[src/logic/standby_regs.svh]
/*
  Constants for the standby controller and its host-side register block.
  Assumes a single 25 MHz system clock that also stands in for the crystal clock.
*/
`ifndef STANDBY_REGS_SVH
`define STANDBY_REGS_SVH

// Clock and timing
`define CLK_MHZ           25
`define GATE_MIN_US       4.06
`define GATE_EXT_CLOCKS   8'd160
`define WAIT_VECTOR_CLKS  8'd17
`define WAIT_RESUME_CLKS  8'd11
`define HS_SETTLE_CLKS    4'hF

// Stabilization time select codes and counter
`define STAB_SEL_RESET    3'h5
`define STAB_SEL_2P11     3'h1
`define STAB_SEL_2P13     3'h2
`define STAB_SEL_2P14     3'h3
`define STAB_SEL_2P15     3'h4
`define STAB_SEL_2P16     3'h5
`define STAB_CNT_W        17
`define STAB_STAT_W       5

// Host register byte offsets
`define REG_CTRL          4'h0
`define REG_CFG           4'h4
`define REG_STAT          4'h8
`define REG_FLAG          4'hC

// Control register bits
`define CTRL_HALT         0
`define CTRL_STOP         1

// Configuration register bits
`define CFG_HS_STOP       0
`define CFG_MAIN_SEL      1
`define CFG_AMP_HIGH      2
`define CFG_LO_STOP       3
`define CFG_SEL_LSB       4
`define CFG_SEL_MSB       6
`define CFG_ACK_EN        7
`define CFG_EXT_CLK       8
`define CFG_SUB_CLK       9
`define CFG_IRQ_EN        10

// Flag register bits
`define FLAG_VECTOR       0
`define FLAG_RESUME       1
`define FLAG_STOP_REFUSED 2
`define FLAG_SEL_REFUSED  3

`endif
[src/logic/standby_pkg.sv]
/*
  Types shared by both ends of the standby link.
  Assumes nothing beyond the constants header.
*/
package standby_pkg;

  typedef enum logic [1:0] {
    CLK_INT_HS,
    CLK_CRYSTAL,
    CLK_EXTERNAL,
    CLK_SUBSYSTEM
  } cpu_clk_t;

  typedef enum logic [2:0] {
    ST_RUN,
    ST_HALT,
    ST_STOP,
    ST_STAB,
    ST_GATE,
    ST_WAIT
  } standby_state_t;

endpackage

[src/logic/standby_link_if.sv]
/*
  Link between the CPU/interrupt side and the standby controller.
  Assumes both ends run on the same clock; no clocking block.
*/
`timescale 1ns/100ps
`include "standby_regs.svh"

interface standby_link_if;
  import standby_pkg::*;

  logic                      halt_req;
  logic                      stop_req;
  logic                      int_req;
  logic                      int_ack_en;
  logic                      hs_osc_stop_bit;
  logic                      main_clock_select_bit;
  logic                      ext_clk_sel;
  logic                      sub_clk_sel;
  logic                      high_speed_amp_setting;
  logic                      lo_osc_stop;
  logic [2:0]                stab_time_select;
  logic                      cpu_clk_en;
  logic                      periph_clk_en;
  logic                      lo_osc_run;
  logic                      hs_osc_stable_flag;
  logic                      main_clock_status_bit;
  logic [`STAB_STAT_W-1:0]   stab_counter_status;
  logic                      wake_vector;
  logic                      wake_resume;
  standby_state_t            state;

  modport dev (
    input  halt_req, stop_req, int_req, int_ack_en, hs_osc_stop_bit,
           main_clock_select_bit, ext_clk_sel, sub_clk_sel,
           high_speed_amp_setting, lo_osc_stop, stab_time_select,
    output cpu_clk_en, periph_clk_en, lo_osc_run, hs_osc_stable_flag,
           main_clock_status_bit, stab_counter_status, wake_vector, wake_resume, state
  );

  modport host (
    output halt_req, stop_req, int_req, int_ack_en, hs_osc_stop_bit,
           main_clock_select_bit, ext_clk_sel, sub_clk_sel,
           high_speed_amp_setting, lo_osc_stop, stab_time_select,
    input  cpu_clk_en, periph_clk_en, lo_osc_run, hs_osc_stable_flag,
           main_clock_status_bit, stab_counter_status, wake_vector, wake_resume, state
  );

endinterface // standby_link_if

[src/logic/standby_ctrl.sv]
/*
  Device end: halt and stop sequencing, oscillator enables, stabilization
  counter, clock-supply gate and release wait for an 8-bit CPU.
  Assumes the host end keeps its software sequences and one 25 MHz clock.
*/
// Decided for this implementation: the Avalon-MM slave port and the register offsets.
`timescale 1ns/100ps
`include "standby_regs.svh"

module standby_ctrl
  import standby_pkg::*;
#(
  parameter int unsigned STAB_SHIFT = 0
)(
  // Clock and reset
  input  wire logic          sys_clk_i,
  input  wire logic          rst_b_i,
  // Clock outputs to the rest of the chip
  output logic               x1_osc_run_o,
  output logic               hs_osc_run_o,
  // Link
  standby_link_if.dev        lnk
);

  localparam int GATE_HS_CYC = int'($ceil(`GATE_MIN_US * `CLK_MHZ));

  standby_state_t           state;
  standby_state_t           next_state;
  cpu_clk_t                 cpu_src;
  logic [7:0]               wait_cnt;
  logic [`STAB_CNT_W-1:0]   stab_cnt;
  logic [`STAB_CNT_W-1:0]   stab_limit;
  logic [`STAB_CNT_W-1:0]   stab_sel_cnt;
  logic [3:0]               settle_cnt;
  logic                     stab_done;
  logic                     gate_needed;

  // Source of the CPU clock as steered by software
  always_comb begin
    if (lnk.sub_clk_sel) begin
      cpu_src = CLK_SUBSYSTEM;
    end else if (!lnk.main_clock_status_bit) begin
      cpu_src = CLK_INT_HS;
    end else if (lnk.ext_clk_sel) begin
      cpu_src = CLK_EXTERNAL;
    end else begin
      cpu_src = CLK_CRYSTAL;
    end
  end

  // Stabilization threshold; prohibited codes fall back to the longest
  function automatic logic [`STAB_CNT_W-1:0] stab_count(input logic [2:0] sel);
    logic [`STAB_CNT_W-1:0] full;
    full = {1'b1, {(`STAB_CNT_W-1){1'b0}}};
    unique case (sel)
      `STAB_SEL_2P11: stab_count = full >> (5 + STAB_SHIFT);
      `STAB_SEL_2P13: stab_count = full >> (3 + STAB_SHIFT);
      `STAB_SEL_2P14: stab_count = full >> (2 + STAB_SHIFT);
      `STAB_SEL_2P15: stab_count = full >> (1 + STAB_SHIFT);
      default:        stab_count = full >> STAB_SHIFT;
    endcase
  endfunction

  assign stab_limit   = stab_count(`STAB_SEL_2P16);
  assign stab_sel_cnt = stab_count(lnk.stab_time_select);
  assign stab_done    = stab_cnt >= stab_sel_cnt;

  // Gate applies only to the internal and external high-speed sources
  assign gate_needed = lnk.high_speed_amp_setting &&
                       (cpu_src == CLK_INT_HS || cpu_src == CLK_EXTERNAL);

  // Sequencer
  always_comb begin
    next_state = state;
    unique case (state)
      ST_RUN: begin
        if (lnk.stop_req) begin
          next_state = ST_STOP;
        end else if (lnk.halt_req) begin
          // Any CPU clock source is fine for halt
          next_state = ST_HALT;
        end
      end
      ST_HALT: begin
        if (lnk.int_req) begin
          next_state = ST_WAIT;
        end
      end
      ST_STOP: begin
        if (lnk.int_req) begin
          next_state = ST_STAB;
        end
      end
      ST_STAB: begin
        // Only a crystal needs the full wait; other sources run at once
        if (cpu_src != CLK_CRYSTAL || stab_done) begin
          next_state = gate_needed ? ST_GATE : ST_WAIT;
        end
      end
      ST_GATE: begin
        if (wait_cnt == 8'h01) begin
          next_state = ST_WAIT;
        end
      end
      ST_WAIT: begin
        if (wait_cnt == 8'h01) begin
          next_state = ST_RUN;
        end
      end
    endcase
  end

  always_ff @(posedge sys_clk_i or negedge rst_b_i) begin
    if (!rst_b_i) begin
      state <= ST_RUN;
    end else begin
      state <= next_state;
    end
  end

  // Shared down-counter for the clock gate and the release wait
  always_ff @(posedge sys_clk_i or negedge rst_b_i) begin
    if (!rst_b_i) begin
      wait_cnt <= 8'h00;
    end else if (next_state == ST_GATE && state != ST_GATE) begin
      wait_cnt <= (cpu_src == CLK_EXTERNAL) ? `GATE_EXT_CLOCKS : 8'(GATE_HS_CYC);
    end else if (next_state == ST_WAIT && state != ST_WAIT) begin
      wait_cnt <= lnk.int_ack_en ? `WAIT_VECTOR_CLKS : `WAIT_RESUME_CLKS;
    end else if (wait_cnt != 8'h00) begin
      wait_cnt <= wait_cnt - 8'h01;
    end
  end

  // Release outcome, one-cycle pulses
  always_ff @(posedge sys_clk_i or negedge rst_b_i) begin
    if (!rst_b_i) begin
      lnk.wake_vector <= 1'b0;
      lnk.wake_resume <= 1'b0;
    end else begin
      lnk.wake_vector <= state == ST_WAIT && next_state == ST_RUN && lnk.int_ack_en;
      lnk.wake_resume <= state == ST_WAIT && next_state == ST_RUN && !lnk.int_ack_en;
    end
  end

  // Stabilization counter restarts whenever the crystal is stopped
  always_ff @(posedge sys_clk_i or negedge rst_b_i) begin
    if (!rst_b_i) begin
      stab_cnt <= '0;
    end else if (state == ST_STOP) begin
      stab_cnt <= '0;
    end else if (stab_cnt < stab_limit) begin
      stab_cnt <= stab_cnt + 1'b1;
    end
  end

  // Status shows only thresholds up to the selected one
  always_ff @(posedge sys_clk_i or negedge rst_b_i) begin
    if (!rst_b_i) begin
      lnk.stab_counter_status <= '0;
    end else begin
      lnk.stab_counter_status <= {
        stab_cnt >= stab_count(`STAB_SEL_2P11) && stab_sel_cnt >= stab_count(`STAB_SEL_2P11),
        stab_cnt >= stab_count(`STAB_SEL_2P13) && stab_sel_cnt >= stab_count(`STAB_SEL_2P13),
        stab_cnt >= stab_count(`STAB_SEL_2P14) && stab_sel_cnt >= stab_count(`STAB_SEL_2P14),
        stab_cnt >= stab_count(`STAB_SEL_2P15) && stab_sel_cnt >= stab_count(`STAB_SEL_2P15),
        stab_cnt >= stab_count(`STAB_SEL_2P16) && stab_sel_cnt >= stab_count(`STAB_SEL_2P16)
      };
    end
  end

  // Internal oscillator settle flag
  always_ff @(posedge sys_clk_i or negedge rst_b_i) begin
    if (!rst_b_i) begin
      settle_cnt <= 4'h0;
    end else if (lnk.hs_osc_stop_bit || state == ST_STOP) begin
      settle_cnt <= 4'h0;
    end else if (settle_cnt != `HS_SETTLE_CLKS) begin
      settle_cnt <= settle_cnt + 4'h1;
    end
  end

  always_ff @(posedge sys_clk_i or negedge rst_b_i) begin
    if (!rst_b_i) begin
      lnk.hs_osc_stable_flag    <= 1'b0;
      lnk.main_clock_status_bit <= 1'b0;
    end else begin
      lnk.hs_osc_stable_flag    <= settle_cnt == `HS_SETTLE_CLKS;
      // Status follows the select one clock later
      lnk.main_clock_status_bit <= lnk.main_clock_select_bit;
    end
  end

  // Oscillator enables; low-speed one ignores stop entirely
  always_ff @(posedge sys_clk_i or negedge rst_b_i) begin
    if (!rst_b_i) begin
      lnk.lo_osc_run <= 1'b1;
      x1_osc_run_o   <= 1'b1;
      hs_osc_run_o   <= 1'b1;
    end else begin
      lnk.lo_osc_run <= !lnk.lo_osc_stop;
      x1_osc_run_o   <= next_state != ST_STOP;
      hs_osc_run_o   <= next_state != ST_STOP && !lnk.hs_osc_stop_bit;
    end
  end

  // Halt gates the CPU only; peripherals keep running to raise wakes
  assign lnk.cpu_clk_en    = state == ST_RUN;
  assign lnk.periph_clk_en = state != ST_STOP;
  assign lnk.state         = state;

endmodule // standby_ctrl

[src/flat_wrapper.sv]
// flat-port wrapper written by rule: the top's interface ports become plain ports
module standby_ctrl_flat import standby_pkg::*;
#(
  parameter int unsigned STAB_SHIFT = 0
)
  (sys_clk_i, rst_b_i, x1_osc_run_o, hs_osc_run_o, lnk_halt_req, lnk_stop_req, lnk_int_req, lnk_int_ack_en, lnk_hs_osc_stop_bit, lnk_main_clock_select_bit, lnk_ext_clk_sel, lnk_sub_clk_sel, lnk_high_speed_amp_setting, lnk_lo_osc_stop, lnk_stab_time_select, lnk_cpu_clk_en, lnk_periph_clk_en, lnk_lo_osc_run, lnk_hs_osc_stable_flag, lnk_main_clock_status_bit, lnk_stab_counter_status, lnk_wake_vector, lnk_wake_resume, lnk_state);
  standby_link_if lnk_i ();
  input  wire logic sys_clk_i;
  input  wire logic rst_b_i;
  output logic x1_osc_run_o;
  output logic hs_osc_run_o;
  input wire logic [$bits(lnk_i.halt_req)-1:0] lnk_halt_req;
  input wire logic [$bits(lnk_i.stop_req)-1:0] lnk_stop_req;
  input wire logic [$bits(lnk_i.int_req)-1:0] lnk_int_req;
  input wire logic [$bits(lnk_i.int_ack_en)-1:0] lnk_int_ack_en;
  input wire logic [$bits(lnk_i.hs_osc_stop_bit)-1:0] lnk_hs_osc_stop_bit;
  input wire logic [$bits(lnk_i.main_clock_select_bit)-1:0] lnk_main_clock_select_bit;
  input wire logic [$bits(lnk_i.ext_clk_sel)-1:0] lnk_ext_clk_sel;
  input wire logic [$bits(lnk_i.sub_clk_sel)-1:0] lnk_sub_clk_sel;
  input wire logic [$bits(lnk_i.high_speed_amp_setting)-1:0] lnk_high_speed_amp_setting;
  input wire logic [$bits(lnk_i.lo_osc_stop)-1:0] lnk_lo_osc_stop;
  input wire logic [$bits(lnk_i.stab_time_select)-1:0] lnk_stab_time_select;
  output wire logic [$bits(lnk_i.cpu_clk_en)-1:0] lnk_cpu_clk_en;
  output wire logic [$bits(lnk_i.periph_clk_en)-1:0] lnk_periph_clk_en;
  output wire logic [$bits(lnk_i.lo_osc_run)-1:0] lnk_lo_osc_run;
  output wire logic [$bits(lnk_i.hs_osc_stable_flag)-1:0] lnk_hs_osc_stable_flag;
  output wire logic [$bits(lnk_i.main_clock_status_bit)-1:0] lnk_main_clock_status_bit;
  output wire logic [$bits(lnk_i.stab_counter_status)-1:0] lnk_stab_counter_status;
  output wire logic [$bits(lnk_i.wake_vector)-1:0] lnk_wake_vector;
  output wire logic [$bits(lnk_i.wake_resume)-1:0] lnk_wake_resume;
  output wire logic [$bits(lnk_i.state)-1:0] lnk_state;
  assign lnk_i.halt_req = lnk_halt_req;
  assign lnk_i.stop_req = lnk_stop_req;
  assign lnk_i.int_req = lnk_int_req;
  assign lnk_i.int_ack_en = lnk_int_ack_en;
  assign lnk_i.hs_osc_stop_bit = lnk_hs_osc_stop_bit;
  assign lnk_i.main_clock_select_bit = lnk_main_clock_select_bit;
  assign lnk_i.ext_clk_sel = lnk_ext_clk_sel;
  assign lnk_i.sub_clk_sel = lnk_sub_clk_sel;
  assign lnk_i.high_speed_amp_setting = lnk_high_speed_amp_setting;
  assign lnk_i.lo_osc_stop = lnk_lo_osc_stop;
  assign lnk_i.stab_time_select = lnk_stab_time_select;
  assign lnk_cpu_clk_en = lnk_i.cpu_clk_en;
  assign lnk_periph_clk_en = lnk_i.periph_clk_en;
  assign lnk_lo_osc_run = lnk_i.lo_osc_run;
  assign lnk_hs_osc_stable_flag = lnk_i.hs_osc_stable_flag;
  assign lnk_main_clock_status_bit = lnk_i.main_clock_status_bit;
  assign lnk_stab_counter_status = lnk_i.stab_counter_status;
  assign lnk_wake_vector = lnk_i.wake_vector;
  assign lnk_wake_resume = lnk_i.wake_resume;
  assign lnk_state = lnk_i.state;
  standby_ctrl #(.STAB_SHIFT(STAB_SHIFT)) u_core (.sys_clk_i(sys_clk_i), .rst_b_i(rst_b_i), .x1_osc_run_o(x1_osc_run_o), .hs_osc_run_o(hs_osc_run_o), .lnk(lnk_i));
endmodule
[config.mk]
export PLATFORM = sky130hd
export DESIGN_NAME = standby_ctrl_flat
export DESIGN_NICKNAME = d
export VERILOG_FILES = /design/src/logic/standby_pkg.sv /design/src/logic/standby_link_if.sv /design/src/logic/standby_ctrl.sv /design/src/flat_wrapper.sv
export VERILOG_INCLUDE_DIRS = /design/src /design/src/logic
export SDC_FILE = /design/constraint.sdc
export NUM_CORES = 1
export LEC_CHECK = 0
export ABC_AREA = 1
export BUFFER_PORTS_ARGS = -buffer_cell sky130_fd_sc_hd__buf_2
export CAP_MARGIN = 20
export CORE_MARGIN = 2
export CORE_UTILIZATION = 50
export DETAILED_ROUTE_END_ITERATION = 6
export PLACE_DENSITY = 0.8
export SYNTH_ARGS = -nofsm -noshare
export SYNTH_HDL_FRONTEND = slang
export SYNTH_SLANG_ARGS = --single-unit
[constraint.sdc]
create_clock -name sys_clk_i -period 2.7 [get_ports sys_clk_i]
set_input_delay 0.135 -clock sys_clk_i [delete_from_list [all_inputs] [get_ports sys_clk_i]]
set_output_delay 0.135 -clock sys_clk_i [all_outputs]
set_load 0.02 [all_outputs]
-- After elaboration in Yosys (flattened, before gate mapping)
Index checks and enable logic that the tools add are counted.
- register bits after elaboration: 44
- input port bits: 15
- output and inout bits: 17
- logic and storage cells: 94
- $add $sub $neg: 3
- magnitude comparators: 12
- equal/unequal tests: 20
- muxes and demuxes: 22
- reduce and logical (&&, ||, !) cells: 25
- operators by type and width (operator ; count):
    17-bit one-hot mux with 4 select lines ; 1
    17-bit by 12-bit greater-or-equal comparator with 1-bit output (second input constant) ; 2
    17-bit by 14-bit greater-or-equal comparator with 1-bit output (second input constant) ; 2
    17-bit by 15-bit greater-or-equal comparator with 1-bit output (second input constant) ; 2
    17-bit by 16-bit greater-or-equal comparator with 1-bit output (second input constant) ; 2
    17-bit greater-or-equal comparator (second input constant) ; 2
    17-bit two-way mux ; 2
    8-bit two-way mux ; 4
    3-bit two-way mux ; 7
    3-bit one-hot mux with 6 select lines ; 1
    17-bit by 1-bit adder with 17-bit output (second input constant) ; 1
    17-bit greater-or-equal comparator ; 1
    17-bit less-than comparator (second input constant) ; 1
    3-bit equality test (second input constant) ; 5
    3-bit by 2-bit equality test with 1-bit output (second input constant) ; 4
    1-bit logical AND ; 12
    8-bit by 1-bit equality test with 1-bit output (second input constant) ; 1
    4-bit two-way mux ; 2
    8-bit nonzero test ; 1
    8-bit by 1-bit subtractor with 8-bit output (second input constant) ; 1
    3-bit by 1-bit equality test with 1-bit output (second input constant) ; 2
    3-bit logical NOT ; 2
    2-bit two-way mux ; 3
    3-bit by 2-bit inequality test with 1-bit output (second input constant) ; 2
    other kinds (13) ; 19

-- Logic depth before layout (Yosys ltp)
Gate-level depths: netlist of the first run.
- depth in word-level cells: 13
- gate-level depth with buffers: 19
- mapped depth without buffers: 18

-- Least setup slack after synthesis of the first run
No wires, ideal clock.
- path type: input to register
- from: in lnk_stab_time_select[0]
- to: reg u_core.wait_cnt[1]
- library setup time: 0.130 ns
- arrival time: 1.788 ns
- required time: 2.570 ns
- setup slack: 0.782 ns
- stages on the path: 19
- path buffers: 1
- cell sequence: inv_1 > nor2_1 > nand2_1 > nand4_1 > ha_1 > nand2_1 > inv_1 > nand2_1 > nor2_1 > nand2_1 > nand3_1 > nand2_1 > a21boi_4 > nand2_4 > buf_6 > nand2_2 > nand2_1 > nand2_1 > nand3_1
- cells in the longest elaborated chain, start to end: 10
- elaborated cells on any way between the ends: 16
- those cells by class: order compare: 1; eq/ne: 6; mux: 5; reduce/logical: 4
- ends and longest elaborated chain (item ; line ; source):
    start, declared ; flat_wrapper.sv:22 ; input wire logic [$bits(lnk_i.stab_time_select)-1:0] lnk_stab_time_select;
    3-bit equality test, or another cell as far along ; standby_ctrl.sv:55 ; unique case (sel)
    17-bit one-hot mux with 4 select lines * ; standby_ctrl.sv:55 ;
    17-bit greater-or-equal comparator * ; standby_ctrl.sv:66 ; assign stab_done = stab_cnt >= stab_sel_cnt;
    1-bit logical OR * ; standby_ctrl.sv:96 ; if (cpu_src != CLK_CRYSTAL || stab_done) begin
    3-bit two-way mux * ; standby_ctrl.sv:96 ;
    3-bit one-hot mux with 6 select lines * ; standby_ctrl.sv:75 ; unique case (state)
    named net u_core.next_state[2] ; standby_ctrl.sv:28 ; standby_state_t next_state;
    3-bit equality test ; standby_ctrl.sv:127 ; end else if (next_state == ST_WAIT && state != ST_WAIT) begin
    1-bit logical AND ; standby_ctrl.sv:127 ;
    8-bit two-way mux ; standby_ctrl.sv:127 ;
    8-bit two-way mux ; standby_ctrl.sv:125 ; end else if (next_state == ST_GATE && state != ST_GATE) begin
    end signal, assigned ; standby_ctrl.sv:126 ; wait_cnt <= (cpu_src == CLK_EXTERNAL) ? `GATE_EXT_CLOCKS : 8'(GATE_HS_CYC);
    end signal, assigned ; standby_ctrl.sv:128 ; wait_cnt <= lnk.int_ack_en ? `WAIT_VECTOR_CLKS : `WAIT_RESUME_CLKS;
    end signal, assigned ; standby_ctrl.sv:130 ; wait_cnt <= wait_cnt - 8'h01;
    end, declared ; standby_ctrl.sv:30 ; logic [7:0] wait_cnt;
The timed path passes the listed nets; every way through them passes the cells marked *.
A chain may end at the register's enable or synchronous reset.

-- Worst setup path after layout of the first run
- from: reg u_core.stab_cnt[16]
- to: reg u_core.wait_cnt[5]
- cells in the longest elaborated chain, start to end: 8
- elaborated cells on any way between the ends: 11
- those cells by class: order compare: 1; eq/ne: 2; mux: 4; reduce/logical: 4
- ends and longest elaborated chain (item ; line ; source):
    start, declared ; standby_ctrl.sv:31 ; logic [`STAB_CNT_W-1:0] stab_cnt;
    start signal, assigned ; standby_ctrl.sv:152 ; stab_cnt <= stab_cnt + 1'b1;
    17-bit greater-or-equal comparator * ; standby_ctrl.sv:66 ;
    1-bit logical OR * ; standby_ctrl.sv:96 ;
    3-bit two-way mux * ; standby_ctrl.sv:96 ;
    3-bit one-hot mux with 6 select lines * ; standby_ctrl.sv:75 ;
    named net u_core.next_state[1] ; standby_ctrl.sv:28 ;
    3-bit equality test ; standby_ctrl.sv:127 ;
    1-bit logical AND ; standby_ctrl.sv:127 ;
    8-bit two-way mux ; standby_ctrl.sv:127 ;
    8-bit two-way mux ; standby_ctrl.sv:125 ;
Marks and branches as above.

==> impl_metrics.json, run 1 <==
{
  "ff2ff_path_depth": 14,
  "grt_max_degree": 45,
  "yosysUniqueCellTypes": 38,
  "synth-seq-cells": 44,
  "fillers": 441,
  "stdcell_count": 435,
  "required_ns": 2.90,
  "clock_latency_ns": 0.30,
  "start_util": 0.528,
  "core_area_mm2": 0.00482,
  "die_h_um": 75.3,
  "syn_nets": 351,
  "fmax_mhz": 476,
  "rows": 25,
  "layout_commonest_cell": "nand2_1",
  "synth.cell_area_mm2": 0.00254,
  "ys.warnings.count": 0,
  "netlist_instances": 326,
  "dieArea_mm2": 0.00567,
  "syn_area_per_cell_um2": 7.80,
  "routed_wl_mm": 5.45,
  "outcome": "finished, violations left",
  "ys_seq_area_frac": 0.435,
  "cts_sinks": 44,
  "mostFrequentLayoutCells": "72 x nand2_1, 44 x inv_1, 41 x dfrtp_1",
  "clock_path_buffers": 2,
  "rr_startpoint": "u_core.stab_cnt[16]",
  "cts_tree": "built",
  "holdWs_ns": -0.0140,
  "p_leak_nw": 1.54,
  "area_growth_syn_to_layout_pct": 15.7,
  "worstSetupStartpointType": "register",
  "fp.dieW_um": 75.3,
  "clk_pin_slew_ns": 0.08,
  "ant_nets": 0,
  "arrival_ns": 2.30,
  "htree_levels": 2,
  "cts_resized": 0,
  "ios": 32,
  "drt_iter0_drc": 128,
  "fin_tns_setup_ns": 0,
  "drc_errors": 0,
  "skew_ns": 0.00575,
  "gp_congestion": 0.861,
  "grt.total_usage": 0.210,
  "post-place-cells": 423,
  "path_max_fanout": 12,
  "dr_total_vias": 2267,
  "detailed_place_hpwl_mm": 4.06,
  "holdCritPathClass": "in2async",
  "slew_headroom": 0.342,
  "rrSetupSlack_ns": 0.60,
  "numCtsBuffers": 5,
  "period_minus_slack_ns": 2.10,
  "drive_above_1_share": 0.209,
  "setup_viol": 0,
  "drt_pass1_iterations": 4,
  "grt_pass1_wl_mm": 9.07,
  "cts_setup_buffers": 0,
  "drv_slew": 0,
  "vias_per_cell": 5.21,
  "rsz0062_at_grt": "no",
  "grt.overflow.total": 0,
  "io_buffers": 31,
  "root_buffer": "clkbuf_8",
  "vdd_drop_max_uv": 411,
  "final_nets": 392,
  "hold_violations": 6,
  "antenna_cells": 0,
  "drv_cap": 0,
  "path_class": "reg2reg",
  "antenna_found_initial": 0,
  "period_share": 0.778,
  "critical_path.reg2reg.endpoint": "u_core.wait_cnt[5]",
  "max_slew.worst_pin.slew_ns": 0.988,
  "postCtsHoldBufs": 4,
  "failed_checks": "negative hold slack",
  "wire_per_inst_um": 12.5,
  "end_kind": "register",
  "powerDensity_mw_per_mm2": 1000,
  "grt_pass1_vias": 2178
}
sequential cells by signal, indices dropped and copies added, names as in the netlist, 3 cells and up:
register / cells
u_core.lnk.stab_counter_status: 5
u_core.lnk.state: 3
u_core.settle_cnt: 4
u_core.stab_cnt: 17
u_core.wait_cnt: 8
Yosys cell counts (all sizes together):
library cell	n	area (um2)
nand2	80	325
inv	51	191
nor2	47	194
dfrtp	41	1030
a21oi	20	108
o21ai	16	91.3
nand3	14	87.6
ha	10	125
nand4	9	62.6
nor3	9	50.1
a31oi	4	25.0
a211oi	3	22.5
dfstp	3	78.8
xor2	3	26.3
o31ai	2	15.0
or2	2	12.5
xnor2	2	17.5
a21boi	1	18.8
and3	1	6.26
buf	1	11.3
clkbuf	1	3.75
nor3b	1	7.51
nor4	1	6.26
o211ai	1	7.51
o21a	1	7.51
o21bai	1	7.51
or3	1	6.26
cells by family (layout without fill, tap and decap cells):
| logic type | Yosys count | in the layout | synth area share |
|---|---|---|---|
| adder cells (fa/ha/maj) | 10 | 10 | 0.0492 |
| buffers and inverters | 53 | 95 | 0.0812 |
| flip-flops | 44 | 44 | 0.435 |
| XOR/XNOR | 5 | 5 | 0.0172 |
| AND/OR/NAND/NOR | 165 | 165 | 0.298 |
| AO/OA/AOI/OAI | 49 | 49 | 0.119 |
per-layer routing:
metal | wire (um) | global-route usage | up-vias | share of wire
li1 | - | - | 1132 | -
met1 | 2460 | 0.247 | 1076 | 0.45
met2 | 2680 | 0.368 | 48 | 0.49
met3 | 218 | 0.0450 | 11 | 0.040
met4 | 102 | 0.0936 | 0 | 0.019
met5 | 0 | 0 | - | 0
where the power goes:
group          total, W  switching (W)  internal [W]
combinational   0.00140       0.000904      0.000496
sequential      0.00100       0.000164      0.000837
clock          0.000551       0.000225      0.000326
cell type report:
| type | count | area [um2] | area share |
|---|---|---|---|
| clock inverters | 1 | 30.0 | 0.0102 |
| multi-input cells | 229 | 1230 | 0.418 |
| repair buffers | 36 | 203 | 0.0690 |
| clock buffers | 7 | 96.3 | 0.0328 |
| well taps | 67 | 83.8 | 0.0285 |
| inverters | 51 | 191 | 0.0651 |
| flip-flops and latches | 44 | 1100 | 0.376 |
worst max path at each step:
stage	startpoint	endpoint	depth (start not counted)
global placement	lnk_stab_time_select[0]	u_core.wait_cnt[0]	18
detailed placement	lnk_stab_time_select[0]	u_core.wait_cnt[0]	18
global route	u_core.stab_cnt[16]	u_core.wait_cnt[5]	14
finish	u_core.stab_cnt[16]	u_core.wait_cnt[5]	14
CTS	u_core.stab_cnt[16]	u_core.wait_cnt[0]	13
floorplan	lnk_stab_time_select[0]	u_core.wait_cnt[1]	19
critical path: stages (launching register included):
cell and delay [ns]:
dfrtp_1 0.48, ha_1 0.34, nand2_1 0.05, inv_1 0.06
nand2_1 0.05, nor2_1 0.08, nand2_1 0.07, nand4_1 0.11
nand2_2 0.11, nor2_2 0.19, nand2_4 0.14, o21ai_1 0.14
nand2_1 0.07, nand2_1 0.06, inv_1 0.05
metrics by stage:
stage	power, W	utilization	instance area (um2)	hold WS [ns]	worst slack, ns
after floorplan	0.00210	-	2540	-0.161	0.782
after global placement	0.00234	0.576	2770	0.245	0.594
after detailed placement	0.00239	0.576	2770	0.244	0.495
after CTS	0.00296	0.610	2940	0.0282	0.615
after global routing	0.00320	0.610	2940	0.0550	0.419
final	0.00295	0.610	2940	-0.0140	0.600
Power figures use the tool's default switching activity.
==> run 2: changes to the inputs <==
Clock period 2.7 ns to 2.1 ns, I/O delays scaled along.
==> impl_metrics.json, run 2 (same netlist as run 1, synthesis figures left out) <==
{
  "htree_levels": 2,
  "final_nets": 410,
  "clock_path_buffers": 2,
  "ant_nets": 0,
  "io_buffers": 31,
  "cts_sinks": 44,
  "pwr-share-seq": 0.330,
  "required_ns": 2.29,
  "routed_wl_mm": 5.57,
  "die_h_um": 75.3,
  "cp.depth": 13,
  "path_class": "reg2reg",
  "vdd_drop_max_uv": 570,
  "grt_pass1_vias": 2039,
  "gp_congestion": 0.884,
  "core_area_mm2": 0.00482,
  "outcome": "complete, no violations",
  "hold_violations": 0,
  "post-route-cell-area_mm2": 0.00312,
  "switchingPower_w": 0.00169,
  "end_kind": "register",
  "dieArea_mm2": 0.00567,
  "largestRegisters": "u_core.stab_cnt x17, u_core.wait_cnt x8, u_core.lnk.stab_counter_status x5",
  "drive_above_1_share": 0.259,
  "path_buf_inv": 2,
  "regMostFlops": "u_core.stab_cnt",
  "start_util": 0.528,
  "setup_viol": 0,
  "slowest_stage": "dfrtp_1",
  "fp.dieW_um": 75.3,
  "crit_top_cell": "nand2_1",
  "rows": 25,
  "period_minus_slack_ns": 1.98,
  "p_sw_frac": 0.434,
  "finalPower_w": 0.00390,
  "period_share": 0.944,
  "path_cells": "ha_4 > nand2_1 > inv_1 > nand2_1 > nor2_1 > nand2_1 > nand3_1 > nand2_2 > a21boi_4 > nand2_4 > buf_6 > nand4_1 > nand3_1",
  "vias_per_cell": 5.08,
  "antenna_cells": 0,
  "slew_headroom": 0.662,
  "layout_setup_ws_ns": 0.118,
  "grt_max_degree": 45,
  "ios": 32,
  "p_leak_nw": 1.63,
  "rsz0062_at_grt": "yes",
  "grt.overflow.total": 0,
  "worstSetupStartpointType": "register",
  "cts_tree": "built",
  "drv_cap": 0,
  "path_delay_family": "simple AND/OR/NAND/NOR gates",
  "area_growth_syn_to_layout_pct": 22.6,
  "holdCritPathClass": "in2reg",
  "drt_iter0_drc": 119,
  "drc_errors": 0,
  "whs_path_depth": 3,
  "arrival_ns": 2.17,
  "powerDensity_mw_per_mm2": 1250,
  "p_clk_frac": 0.180,
  "largest_reg_flops": 17,
  "max_slew.worst_pin.slew_ns": 0.503,
  "dpl-instance-area_mm2": 0.00285,
  "layout_commonest_cell": "nand2_1",
  "clock_latency_ns": 0.30,
  "cpPeakStageDelay_ns": 0.43,
  "wire_per_inst_um": 12.3,
  "p_int_w": 0.00221,
  "grt_pass1_wl_mm": 8.67,
  "dp_slack_ns": -0.0471,
  "fmax_mhz": 505,
  "combPwrFrac": 0.489,
  "drv_slew": 0,
  "drt_pass1_iterations": 4,
  "ff2ff_path_depth": 13,
  "antenna_found_initial": 0,
  "skew_ns": 0.00689,
  "path_max_fanout": 7,
  "mostFrequentLayoutCells": "71 x nand2_1, 41 x inv_1, 41 x dfrtp_1",
  "clk_pin_slew_ns": 0.09,
  "detailed_place_hpwl_mm": 3.93,
  "numCtsBuffers": 5,
  "grt.total_usage": 0.200,
  "root_buffer": "clkbuf_8",
  "dr_total_vias": 2299
}
run 2: changes by cell type in the layout (fill, tap and decap cells not counted), moves of 2 or more:
cell and delta:
ha_4 +2, ha_1 -2, inv_2 +3, buf_4 +15, inv_1 -3
run 2: final cells by class:
type / instances / area [um2]
fillers: 408 / 1700
flip-flops and latches: 44 / 1100
repair buffers: 54 / 357
inverters: 51 / 191
clock inverters: 2 / 38.8
well taps: 67 / 83.8
clock buffers: 6 / 82.6
multi-input cells: 229 / 1260
run 2: metrics by stage:
step | instances | setup TNS [ns] | util | hold WS [ns]
CTS | 444 | 0 | 0.626 | 0.159
global placement | 431 | 0 | 0.591 | 0.0990
floorplan | 326 | 0 | - | -0.191
global route | 453 | -0.201 | 0.647 | 0.198
detailed placement | 431 | -0.167 | 0.591 | 0.101
finish | 453 | 0 | 0.647 | 0.166
run 2: final timing paths:
path,startpoint,to,slack (ns)
worst min-delay path,lnk_stab_time_select[2],u_core.lnk.stab_counter_status[1],0.17
worst max-delay path,u_core.stab_cnt[16],u_core.wait_cnt[1],0.12
min in group asynchronous,rst_b_i,u_core.stab_cnt[2],0.30
worst min register to register,u_core.stab_cnt[7],u_core.stab_cnt[7],0.54
max in group asynchronous,rst_b_i,u_core.hs_osc_run_o,1.54
worst max register to register,u_core.stab_cnt[16],u_core.wait_cnt[1],0.12
run 2: power groups by stage:
stage / combinational (W) / clock [W] / sequential (W)
after global placement: 0.00177 / 0 / 0.00129
after detailed placement: 0.00182 / 0 / 0.00130
after global routing: 0.00215 / 0.000745 / 0.00132
after floorplan: 0.00138 / 0 / 0.00132
after CTS: 0.00183 / 0.000705 / 0.00128
final: 0.00191 / 0.000703 / 0.00129
run 2: worst min-delay path: stages:
cell	delay, ns
buf_2	0.10
nor2_1	0.07
nor3_1	0.14
run 2: timing repair:
action                                 in CTS  in global routing
setup endpoints to repair                   0                  7
gates resized for setup                     0                  9
hold buffers                                5                  0
buffers inserted                            0                  9
endpoints found under the hold margin      45                  0
run 2: layer usage:
layer  track usage  part of all wire
met5             0                 0
met4        0.0702             0.015
met3        0.0450             0.041
met2         0.335              0.48
met1         0.255              0.46
